===== config.mk =====
export PLATFORM = sky130hd
export DESIGN_NAME = audio_dac_control_registers
export DESIGN_NICKNAME = d
export VERILOG_FILES = /design/src/hw/audio_dac_control_registers.v /design/src/hw/zero_run_counter.v
export VERILOG_INCLUDE_DIRS = /design/src /design/src/pkg
export SDC_FILE = /design/constraint.sdc
export NUM_CORES = 1
export LEC_CHECK = 0
export CAP_MARGIN = 30
export CORE_UTILIZATION = 45
export DETAILED_ROUTE_END_ITERATION = 10
export DONT_BUFFER_PORTS = 1
export PLACE_DENSITY_LB_ADDON = 0.15
export SYNTH_ARGS = -nofsm -noshare
export SYNTH_HDL_FRONTEND = slang
export SYNTH_SLANG_ARGS = --single-unit

===== constraint.sdc =====
create_clock -name clk_sys -period 5.5 [get_ports clk_sys]
set_clock_uncertainty 0.2 [all_clocks]
set_input_delay 0.55 -clock clk_sys [delete_from_list [all_inputs] [get_ports clk_sys]]
set_output_delay 0.55 -clock clk_sys [all_outputs]
set_load 0.01 [all_outputs]

===== src/pkg/dac_ctrl_regs.vh =====
// Register offsets, field positions, reset values and timing counts of the control bank
`ifndef DAC_CTRL_REGS_VH
`define DAC_CTRL_REGS_VH

`define ADDR_W              7
`define OFS_FMT_CTRL        7'h0A
`define OFS_OVR_DEEMPH      7'h0B
`define OFS_MODE_CTRL       7'h0C
`define OFS_FSEL_LO         7'h0D
`define OFS_FSEL_HI         7'h0E
`define OFS_ZERO_STATUS     7'h10
`define OFS_CHAIN_ID        7'h11
`define OFS_IRQ_STATUS      7'h20
`define OFS_IRQ_MASK        7'h21

`define FMT_CTRL_RESET      8'h00
`define OVR_DEEMPH_RESET    8'h00
`define MODE_CTRL_RESET     8'h00
`define FSEL_RESET          8'h00

`define FLD_FMT_LSB         0
`define FLD_OVR_LSB         6
`define FLD_DMF_LSB         4
`define FLD_DM_LSB          0
`define BIT_SOFT_RESET_PULSE            7
`define BIT_STREAM          6
`define BIT_COMBINE         5
`define BIT_POLARITY        4
`define FLD_DRV_LSB         0

`define FMT_RJ24            3'h0
`define FMT_RJ20            3'h1
`define FMT_RJ18            3'h2
`define FMT_RJ16            3'h3
`define FMT_I2S24           3'h4
`define FMT_LJ24            3'h5
`define OVR_X64             2'h0
`define OVR_X128            2'h1
`define OVR_X32             2'h2
`define DMF_44K1            2'h0
`define DMF_48K             2'h1
`define DMF_32K             2'h2
`define FSEL_F1             2'h0
`define FSEL_F2             2'h1
`define FSEL_F3             2'h2

`define ZERO_RUN_SAMPLES    11'h400
`define ZERO_CNT_W          11

`define IRQ_ZERO_RISE       0
`define IRQ_ZERO_FALL       1
`define IRQ_SOFT_RESET      2
`define IRQ_RESERVED_CODE   3

`endif


===== src/hw/audio_dac_control_registers.v =====
// Control and status register bank of the eight-channel audio converter
//
// Our own choice: strobed register access.
`timescale 1ns/1ps
`default_nettype none
`include "dac_ctrl_regs.vh"

module audio_dac_control_registers
(
    // Clock, reset, enable
    input  wire                  clk_sys,
    input  wire                  rst,
    input  wire                  ce,
    // Control word port
    input  wire [15:0]           ctrl_word,
    input  wire                  ctrl_valid,
    output reg  [7:0]            ctrl_rdata_r,
    output reg                   ctrl_rvalid_r,
    // Register bus
    input  wire [`ADDR_W-1:0]    bus_addr,
    input  wire [7:0]            bus_wdata,
    input  wire                  bus_wr,
    input  wire                  bus_rd,
    output reg  [7:0]            bus_rdata_r,
    // Datapath status
    input  wire                  frame_sync_input,
    input  wire [7:0]            channel_sample_zero,
    input  wire [4:0]            chain_identifier,
    // Settings to the datapath
    output reg  [2:0]            audio_format_sel,
    output reg  [1:0]            modulator_rate_sel,
    output reg  [1:0]            deemph_rate_sel,
    output reg  [3:0]            pair_deemph_enable,
    output reg                   one_bit_stream_mode,
    output reg  [3:0]            pair_phase_invert,
    output reg  [15:0]           channel_stream_filter_sel,
    output reg                   soft_reset_pulse,
    // Zero flag pins and interrupt
    output reg                   first_channel_zero_pin,
    output reg                   second_channel_zero_pin,
    output reg                   upper_channels_zero_pin,
    output wire                  irq
);

    // Register file
    reg  [7:0] fmt_ctrl_r;
    reg  [7:0] ovr_deemph_r;
    reg  [6:0] mode_ctrl_r;
    reg  [7:0] fsel_lo_r;
    reg  [7:0] fsel_hi_r;
    reg  [3:0] irq_status_r;
    reg  [3:0] irq_mask_r;
    reg        soft_reset_pulse_pend_r;

    // Frame sync sampled through three stages
    reg  [2:0] sync_pipe_r;
    reg        sync_last_r;
    wire       sample_tick;
    wire [7:0] zero_det;
    reg  [7:0] zero_det_last_r;

    // Merged write from both ports, read strobe from the serial word only; the serial word wins a write collision
    wire       cw_wr;
    wire       cw_rd;
    wire       wr_en;
    wire       rd_en;
    wire [`ADDR_W-1:0] wr_addr;
    wire [7:0] wr_data;

    reg  [7:0] irq_set;
    reg        reserved_hit;

    function [7:0] read_reg;
        input [`ADDR_W-1:0] a;
        begin
            case (a)
                `OFS_FMT_CTRL:    read_reg = fmt_ctrl_r;
                `OFS_OVR_DEEMPH:  read_reg = ovr_deemph_r;
                // Soft reset bit is write-only and reads zero
                `OFS_MODE_CTRL:   read_reg = {1'b0, mode_ctrl_r};
                `OFS_FSEL_LO:     read_reg = fsel_lo_r;
                `OFS_FSEL_HI:     read_reg = fsel_hi_r;
                `OFS_ZERO_STATUS: read_reg = zero_det;
                `OFS_CHAIN_ID:    read_reg = {3'h0, chain_identifier};
                `OFS_IRQ_STATUS:  read_reg = {4'h0, irq_status_r};
                `OFS_IRQ_MASK:    read_reg = {4'h0, irq_mask_r};
                default:          read_reg = 8'h00;
            endcase
        end
    endfunction

    function has_reserved_fsel;
        input [7:0] v;
        begin
            has_reserved_fsel = (v[1:0] == 2'h3) || (v[3:2] == 2'h3) ||
                                (v[5:4] == 2'h3) || (v[7:6] == 2'h3);
        end
    endfunction

    assign cw_wr   = ctrl_valid && !ctrl_word[15];
    assign cw_rd   = ctrl_valid &&  ctrl_word[15];
    assign wr_en   = cw_wr || bus_wr;
    assign rd_en   = cw_rd;
    assign wr_addr = cw_wr ? ctrl_word[14:8] : bus_addr;
    assign wr_data = cw_wr ? ctrl_word[7:0]  : bus_wdata;

    assign sample_tick = (sync_pipe_r[2] == sync_pipe_r[1]) && sync_pipe_r[1] && !sync_last_r;

    // Flags a host write of a reserved code; the code is stored anyway
    always @*
    begin
        reserved_hit = 1'b0;
        if (wr_en)
        begin
            case (wr_addr)
                `OFS_FMT_CTRL:   reserved_hit = (wr_data[2:0] > `FMT_LJ24);
                `OFS_OVR_DEEMPH: reserved_hit = (wr_data[5:4] == 2'h3);
                `OFS_FSEL_LO:    reserved_hit = has_reserved_fsel(wr_data);
                `OFS_FSEL_HI:    reserved_hit = has_reserved_fsel(wr_data);
                default:         reserved_hit = 1'b0;
            endcase
        end
    end

    always @*
    begin
        irq_set = 8'h00;
        irq_set[`IRQ_ZERO_RISE]     = |(zero_det & ~zero_det_last_r);
        irq_set[`IRQ_ZERO_FALL]     = |(~zero_det & zero_det_last_r);
        irq_set[`IRQ_SOFT_RESET]    = soft_reset_pulse_pend_r;
        irq_set[`IRQ_RESERVED_CODE] = reserved_hit;
    end

    assign irq = |(irq_status_r & irq_mask_r);

    always @(posedge clk_sys)
    begin
        if (rst)
        begin
            sync_pipe_r     <= 3'h0;
            sync_last_r     <= 1'b0;
            zero_det_last_r <= 8'h00;
        end
        else if (ce)
        begin
            sync_pipe_r <= {sync_pipe_r[1:0], frame_sync_input};
            if (sync_pipe_r[2] == sync_pipe_r[1])
                sync_last_r <= sync_pipe_r[1];
            zero_det_last_r <= zero_det;
        end
    end

    // Zero run detection, held cleared in stream mode and during the soft reset pulse
    genvar ch;
    generate
        for (ch = 0; ch < 8; ch = ch + 1)
        begin : g_zero
            zero_run_counter u_cnt
            (
                .clk_sys         (clk_sys),
                .rst             (rst),
                .ce              (ce),
                .clear           (one_bit_stream_mode || soft_reset_pulse),
                .sample_tick     (sample_tick),
                .sample_is_zero  (channel_sample_zero[ch]),
                .zero_detected_r (zero_det[ch])
            );
        end
    endgenerate

    // Register writes; soft reset restores the control fields, but a same-cycle write to an unlisted offset holds fmt_ctrl_r; other writes still land
    always @(posedge clk_sys)
    begin
        if (rst)
        begin
            fmt_ctrl_r    <= `FMT_CTRL_RESET;
            ovr_deemph_r  <= `OVR_DEEMPH_RESET;
            mode_ctrl_r   <= 7'h00;
            fsel_lo_r     <= `FSEL_RESET;
            fsel_hi_r     <= `FSEL_RESET;
            irq_mask_r    <= 4'h0;
            irq_status_r  <= 4'h0;
            soft_reset_pulse_pend_r   <= 1'b0;
        end
        else if (ce)
        begin
            soft_reset_pulse_pend_r <= 1'b0;
            if (soft_reset_pulse_pend_r)
            begin
                fmt_ctrl_r   <= `FMT_CTRL_RESET;
                ovr_deemph_r <= `OVR_DEEMPH_RESET;
                mode_ctrl_r  <= 7'h00;
                fsel_lo_r    <= `FSEL_RESET;
                fsel_hi_r    <= `FSEL_RESET;
            end
            if (wr_en)
            begin
                case (wr_addr)
                    `OFS_FMT_CTRL:   fmt_ctrl_r   <= wr_data;
                    `OFS_OVR_DEEMPH: ovr_deemph_r <= wr_data;
                    `OFS_MODE_CTRL:
                    begin
                        mode_ctrl_r <= wr_data[6:0];
                        // Bit is not stored, so no clearing write is needed
                        soft_reset_pulse_pend_r <= wr_data[`BIT_SOFT_RESET_PULSE];
                    end
                    `OFS_FSEL_LO:    fsel_lo_r    <= wr_data;
                    `OFS_FSEL_HI:    fsel_hi_r    <= wr_data;
                    `OFS_IRQ_MASK:   irq_mask_r   <= wr_data[3:0];
                    default:         fmt_ctrl_r   <= fmt_ctrl_r;
                endcase
            end
            // New events win over a write-one clear in the same cycle
            if (wr_en && wr_addr == `OFS_IRQ_STATUS)
                irq_status_r <= (irq_status_r & ~wr_data[3:0]) | irq_set[3:0];
            else
                irq_status_r <= irq_status_r | irq_set[3:0];
        end
    end

    // Field decode to the datapath
    always @(posedge clk_sys)
    begin
        if (rst)
        begin
            audio_format_sel          <= `FMT_RJ24;
            modulator_rate_sel        <= `OVR_X64;
            deemph_rate_sel           <= `DMF_44K1;
            pair_deemph_enable        <= 4'h0;
            one_bit_stream_mode       <= 1'b0;
            pair_phase_invert         <= 4'h0;
            channel_stream_filter_sel <= 16'h0000;
            soft_reset_pulse          <= 1'b0;
        end
        else if (ce)
        begin
            audio_format_sel   <= fmt_ctrl_r[`FLD_FMT_LSB +: 3];
            // Both upper codes mean the same rate, so fold them here
            modulator_rate_sel <= ovr_deemph_r[`FLD_OVR_LSB + 1] ? `OVR_X32
                                  : ovr_deemph_r[`FLD_OVR_LSB +: 2];
            deemph_rate_sel    <= ovr_deemph_r[`FLD_DMF_LSB +: 2];
            pair_deemph_enable <= ovr_deemph_r[`FLD_DM_LSB +: 4];
            one_bit_stream_mode <= mode_ctrl_r[`BIT_STREAM];
            pair_phase_invert  <= mode_ctrl_r[`FLD_DRV_LSB +: 4];
            channel_stream_filter_sel <= {fsel_hi_r, fsel_lo_r};
            soft_reset_pulse   <= soft_reset_pulse_pend_r;
        end
    end

    // Zero flag pins: combine then apply polarity
    always @(posedge clk_sys)
    begin
        if (rst)
        begin
            first_channel_zero_pin  <= 1'b0;
            second_channel_zero_pin <= 1'b0;
            upper_channels_zero_pin <= 1'b0;
        end
        else if (ce)
        begin
            if (mode_ctrl_r[`BIT_COMBINE])
            begin
                first_channel_zero_pin  <= (zero_det[0] & zero_det[1])
                                           ^ mode_ctrl_r[`BIT_POLARITY];
                second_channel_zero_pin <= mode_ctrl_r[`BIT_POLARITY];
            end
            else
            begin
                first_channel_zero_pin  <= (zero_det[0] | zero_det[1])
                                           ^ mode_ctrl_r[`BIT_POLARITY];
                second_channel_zero_pin <= (zero_det[0] | zero_det[1])
                                           ^ mode_ctrl_r[`BIT_POLARITY];
            end
            upper_channels_zero_pin <= (&zero_det[7:2])
                                       ^ mode_ctrl_r[`BIT_POLARITY];
        end
    end

    // Read answers one cycle after the strobe
    always @(posedge clk_sys)
    begin
        if (rst)
        begin
            bus_rdata_r   <= 8'h00;
            ctrl_rdata_r  <= 8'h00;
            ctrl_rvalid_r <= 1'b0;
        end
        else if (ce)
        begin
            bus_rdata_r   <= bus_rd ? read_reg(bus_addr) : 8'h00;
            ctrl_rvalid_r <= rd_en;
            ctrl_rdata_r  <= rd_en ? read_reg(ctrl_word[14:8]) : 8'h00;
        end
    end

endmodule
`default_nettype wire


===== src/hw/zero_run_counter.v =====
// Per-channel run counter of consecutive all-zero samples
`timescale 1ns/1ps
`default_nettype none
`include "dac_ctrl_regs.vh"

module zero_run_counter
(
    // Clock and control
    input  wire       clk_sys,
    input  wire       rst,
    input  wire       ce,
    input  wire       clear,
    // Sample stream
    input  wire       sample_tick,
    input  wire       sample_is_zero,
    // Result
    output reg        zero_detected_r
);

    reg [`ZERO_CNT_W-1:0] run_r;
    wire [`ZERO_CNT_W-1:0] run_limit;

    assign run_limit = `ZERO_RUN_SAMPLES;

    always @(posedge clk_sys)
    begin
        if (rst || clear)
        begin
            run_r           <= {`ZERO_CNT_W{1'b0}};
            zero_detected_r <= 1'b0;
        end
        else if (ce && sample_tick)
        begin
            if (!sample_is_zero)
            begin
                run_r           <= {`ZERO_CNT_W{1'b0}};
                zero_detected_r <= 1'b0;
            end
            else if (run_r != run_limit)
            begin
                run_r           <= run_r + {{(`ZERO_CNT_W-1){1'b0}}, 1'b1};
                // Declared on the sample that completes the run
                zero_detected_r <= (run_r == run_limit - {{(`ZERO_CNT_W-1){1'b0}}, 1'b1});
            end
        end
    end

endmodule
`default_nettype wire


==> impl_metrics.prom <==
# TYPE chip_impl_metric gauge
chip_impl_metric{name="layout_worst_path_cycle_share",unit=""} 0.465
chip_impl_info{name="crit_start",value="ctrl_word[15]"} 1
chip_impl_metric{name="transition_at_the_pin_with_the_smallest_max_transition_slack",unit="ns"} 0.982
chip_impl_metric{name="start_util",unit=""} 0.458
chip_impl_metric{name="setup-violations-final",unit=""} 0
chip_impl_metric{name="total_switching_power",unit="W"} 0.000706
chip_impl_metric{name="synth_enable_flop_cells",unit=""} 0
chip_impl_metric{name="grt_start_max_net_pins",unit=""} 70
chip_impl_metric{name="placed_cell_area",unit="sq mm"} 0.0102
chip_impl_metric{name="design.die.area",unit="sq mm"} 0.0228
chip_impl_metric{name="postSynthRegisterBits",unit=""} 209
chip_impl_info{name="ctsRootBufferMaster",value="clkbuf_16"} 1
chip_impl_metric{name="worstPathRequired",unit="ns"} 5.69
chip_impl_metric{name="holdWs",unit="ns"} 0.00952
chip_impl_metric{name="globalplace.congestion",unit=""} 0.889
chip_impl_metric{name="global_route.overflow_total",unit=""} 0
chip_impl_info{name="regToRegStartpoint",value="sync_pipe_r[1]"} 1
chip_impl_info{name="synth_top_family_by_area",value="simple AND/OR/NAND/NOR gates"} 1
chip_impl_metric{name="die_w",unit="um"} 151
chip_impl_metric{name="netlist_area",unit="sq mm"} 0.00999
chip_impl_metric{name="cts-resized-gates",unit=""} 0
chip_impl_metric{name="cts.clk_slew.worst_paths",unit="ns"} 0.06
chip_impl_metric{name="hpwl",unit="um"} 20200
chip_impl_metric{name="track_usage",unit=""} 0.252
chip_impl_metric{name="grt_pass1_vias",unit=""} 7913
chip_impl_metric{name="power_switching_share",unit=""} 0.218
chip_impl_metric{name="fin_crit",unit="ns"} 2.56
chip_impl_metric{name="synth_seq_area_share",unit=""} 0.419
chip_impl_metric{name="diodes",unit=""} 0
chip_impl_metric{name="final_cell_area",unit="sq mm"} 0.0111
chip_impl_metric{name="peakVddDrop",unit="uV"} 221
chip_impl_info{name="tritoncts",value="yes"} 1
chip_impl_metric{name="fraction_of_power_consumed_by_combinational_cells",unit=""} 0.041
chip_impl_metric{name="p_leak",unit="nW"} 4.07
chip_impl_info{name="maxUsedRoutingLayer",value="met4"} 1
chip_impl_metric{name="dr.pass1.iters",unit=""} 8
chip_impl_metric{name="cts-buffers-inserted",unit=""} 24
chip_impl_metric{name="pwr_density_cell",unit="mW/mm^2"} 293
chip_impl_metric{name="final_net_count",unit=""} 1206
chip_impl_metric{name="first_pass_grt_wire_length",unit="um"} 44400
chip_impl_metric{name="clock_tree.buffer_depth",unit=""} 3
chip_impl_metric{name="synthXorXnorAreaFrac",unit=""} 0.0544
chip_impl_metric{name="drt-initial-drc-count",unit=""} 605
chip_impl_metric{name="design.portCount",unit=""} 105
chip_impl_metric{name="die_h",unit="um"} 151
chip_impl_metric{name="max_clock_freq",unit="MHz"} 391
chip_impl_metric{name="routedLengthMet1",unit="um"} 12500
chip_impl_metric{name="clock_latency",unit="ns"} 0.51
chip_impl_metric{name="fp-row-count",unit=""} 54
chip_impl_metric{name="route.detailed.drc",unit=""} 0
chip_impl_metric{name="share_of_flip_flops_with_an_asynchronous_set_or_reset",unit=""} 0
chip_impl_metric{name="report.final.hold_viol_count",unit=""} 0
chip_impl_metric{name="arrival",unit="ns"} 2.75
chip_impl_metric{name="mappedNetlistNets",unit=""} 1212
chip_impl_metric{name="numPortBuffers",unit=""} 0
chip_impl_metric{name="ys.warnings.count",unit=""} 0
chip_impl_metric{name="fraction_of_synthesized_area_in_multiplexers",unit=""} 0.0781
chip_impl_metric{name="synth-simple-area-share",unit=""} 0.219
chip_impl_metric{name="syn_inst",unit=""} 1144
chip_impl_metric{name="area.growth.synth_to_final",unit="%"} 10.8
chip_impl_metric{name="fin_ws",unit="ns"} 2.94
chip_impl_metric{name="layout-drive-gt1-share",unit=""} 0.0634
chip_impl_metric{name="met2WireLength",unit="um"} 13100
chip_impl_metric{name="vias",unit=""} 8465
chip_impl_metric{name="per_cell_routed_wire_length",unit="um"} 20.1
chip_impl_info{name="run_status",value="finished, final reports clean"} 1
chip_impl_metric{name="worstPathMaxFanout",unit=""} 17
chip_impl_metric{name="relSlewSlack",unit=""} 0.345
chip_impl_metric{name="postRouteWirelength",unit="um"} 28800
chip_impl_metric{name="power_report.internal_total",unit="W"} 0.00253
chip_impl_metric{name="number_of_antenna_violations_at_the_first_check_in_global_routing",unit=""} 0
chip_impl_info{name="min_path_type",value="in -> reg"} 1
chip_impl_metric{name="synth_compound_area_frac",unit=""} 0.173
chip_impl_metric{name="drv_slew",unit=""} 0
chip_impl_metric{name="setup_slack_after_placement",unit="ns"} 2.37
chip_impl_metric{name="setup_tns",unit="ns"} 0
chip_impl_metric{name="cts.sinks",unit=""} 209
chip_impl_metric{name="detailroute.wirelength.met3",unit="um"} 1990
chip_impl_metric{name="finalPower",unit="W"} 0.00324
chip_impl_metric{name="synthAdderAreaFrac",unit=""} 0.0223
chip_impl_info{name="critical_path.endpoint_type",value="flip-flop"} 1
chip_impl_metric{name="route.antenna.remaining_nets",unit=""} 0
chip_impl_metric{name="max-cap-violations",unit=""} 0
chip_impl_info{name="timing_worst_setup_path_type",value="in -> reg"} 1
chip_impl_metric{name="seqPwrFrac",unit=""} 0.470
chip_impl_metric{name="p_clk_frac",unit=""} 0.489
chip_impl_info{name="rsz0062_at_grt",value="no"} 1
chip_impl_metric{name="clock_tree.htree_level_count",unit=""} 1
chip_impl_info{name="start_kind",value="input port"} 1
chip_impl_metric{name="synth.avg_cell_area",unit="sq um"} 8.73
chip_impl_info{name="hold_start",value="ce"} 1
chip_impl_info{name="synth_top_flop_cell",value="dfxtp_1"} 1
chip_impl_metric{name="yosysUniqueCellTypes",unit=""} 69
chip_impl_metric{name="core-area",unit="sq mm"} 0.0218
chip_impl_metric{name="viasPerCell",unit=""} 5.92
-- kinds of logic (layout without fill, tap and decap cells) --
kind of cell,after synthesis,in the layout
compound gates,253,253
xor+xnor,62,62
fa+ha+maj,18,18
buf+inv,85,92
flops,209,209
mux,76,76
simple gates,441,441
-- critical path: stages --
cell      delay, ns
nand2b_1       0.73
mux2_4         0.41
nor4_4         0.54
nand2_1        0.18
o21ai_0        0.22
o211ai_1       0.11
-- flip-flops by register name, summed over array words and instances (netlist names), 7 cells and up --
register                      cells
bus_rdata_r                       8
channel_stream_filter_sel        16
g_zero.u_cnt.zero_detected_r      8
fmt_ctrl_r                        8
g_zero.u_cnt.run_r               88
ovr_deemph_r                      8
zero_det_last_r                   8
fsel_lo_r                         8
mode_ctrl_r                       7
fsel_hi_r                         8
ctrl_rdata_r                      8
-- power by group through the flow --
stage	Clock [W]	Combinational, W	Sequential, W
6_report	0.00158	0.000134	0.00152
5_1_grt	0.00167	0.000142	0.00152
4_1_cts	0.00161	0.000132	0.00152
3_5_place_dp	0	0.000116	0.00156
3_3_place_gp	0	0.000116	0.00156
2_1_floorplan	0	0.000110	0.00155
-- cell usage in the layout (no fill, tap or decap), types with 15 or more instances in the layout --
cell / n
nor2_1: 171
a22oi_1: 25
nand3_1: 17
xnor2_1: 18
inv_1: 37
ha_1: 17
nand4_1: 24
and3_1: 28
xor2_1: 44
a31oi_1: 15
a21oi_1: 64
or3_1: 22
mux2i_1: 65
a22o_1: 33
clkbuf_16: 25
dfxtp_1: 209
o21ai_0: 45
nand2_1: 101
-- metal layers --
layer,vias to the layer above,track usage
li1,4091,-
met1,3989,0.317
met2,308,0.423
met3,77,0.0533
met4,0,0.0945
met5,-,0
-- synthesized netlist by cell type (4+ instances only) --
cell	number	share of area
a21oi_1	64	0.032
a21oi_2	4	0.0035
a221o_1	5	0.0050
a221oi_1	6	0.0053
a222oi_1	4	0.0040
a22o_1	33	0.029
a22oi_1	25	0.019
a2bb2oi_1	5	0.0044
a311oi_1	6	0.0053
a31oi_1	15	0.0094
and2_1	4	0.0025
and3_1	28	0.018
buf_1	10	0.0038
buf_2	11	0.0055
clkbuf_1	25	0.0094
dfxtp_1	209	0.42
ha_1	17	0.021
inv_1	37	0.014
mux2_2	9	0.010
mux2i_1	65	0.065
nand2_1	101	0.038
nand2b_1	11	0.0069
nand3_1	17	0.0085
nand3b_1	8	0.0060
nand4_1	24	0.015
nor2_1	171	0.064
nor2b_1	13	0.0081
nor3_1	4	0.0020
nor4_1	8	0.0050
nor4b_1	9	0.0079
o21ai_0	45	0.023
o21ai_1	4	0.0020
o22ai_1	5	0.0031
o32ai_1	6	0.0053
or3_1	22	0.014
xnor2_1	18	0.016
xor2_1	44	0.039
-- layout make-up --
cell class | count | area [sq um]
multi-input cells | 850 | 5470
flip-flops and latches | 209 | 4180
clock buffers | 33 | 696
clock inverters | 6 | 80.1
inverters | 37 | 139
fillers | 2081 | 10800
repair buffers | 16 | 156
well taps | 280 | 350
-- stage by stage --
step,cells,util
after floorplan,1144,-
after global placement,1384,0.467
after detailed placement,1385,0.468
after CTS,1430,0.507
after global routing,1431,0.507
final,1431,0.507
-- timing repair --
item / in CTS / in global routing
endpoints found under the hold margin: 72 / 0
setup buffers: 0 / 0
hold buffers: 6 / 0
-- final timing paths --
| path | cells after the start | end | slack, ns |
|---|---|---|---|
| min reg2reg | 2 | g_zero[3].u_cnt.run_r[10] | 0.26 |
| max reg2reg | 7 | g_zero[6].u_cnt.zero_detected_r | 2.96 |
| min | 2 | channel_stream_filter_sel[11] | 0.01 |
| max | 6 | irq_status_r[3] | 2.94 |
No activity file was read; power rests on OpenSTA's default activity.
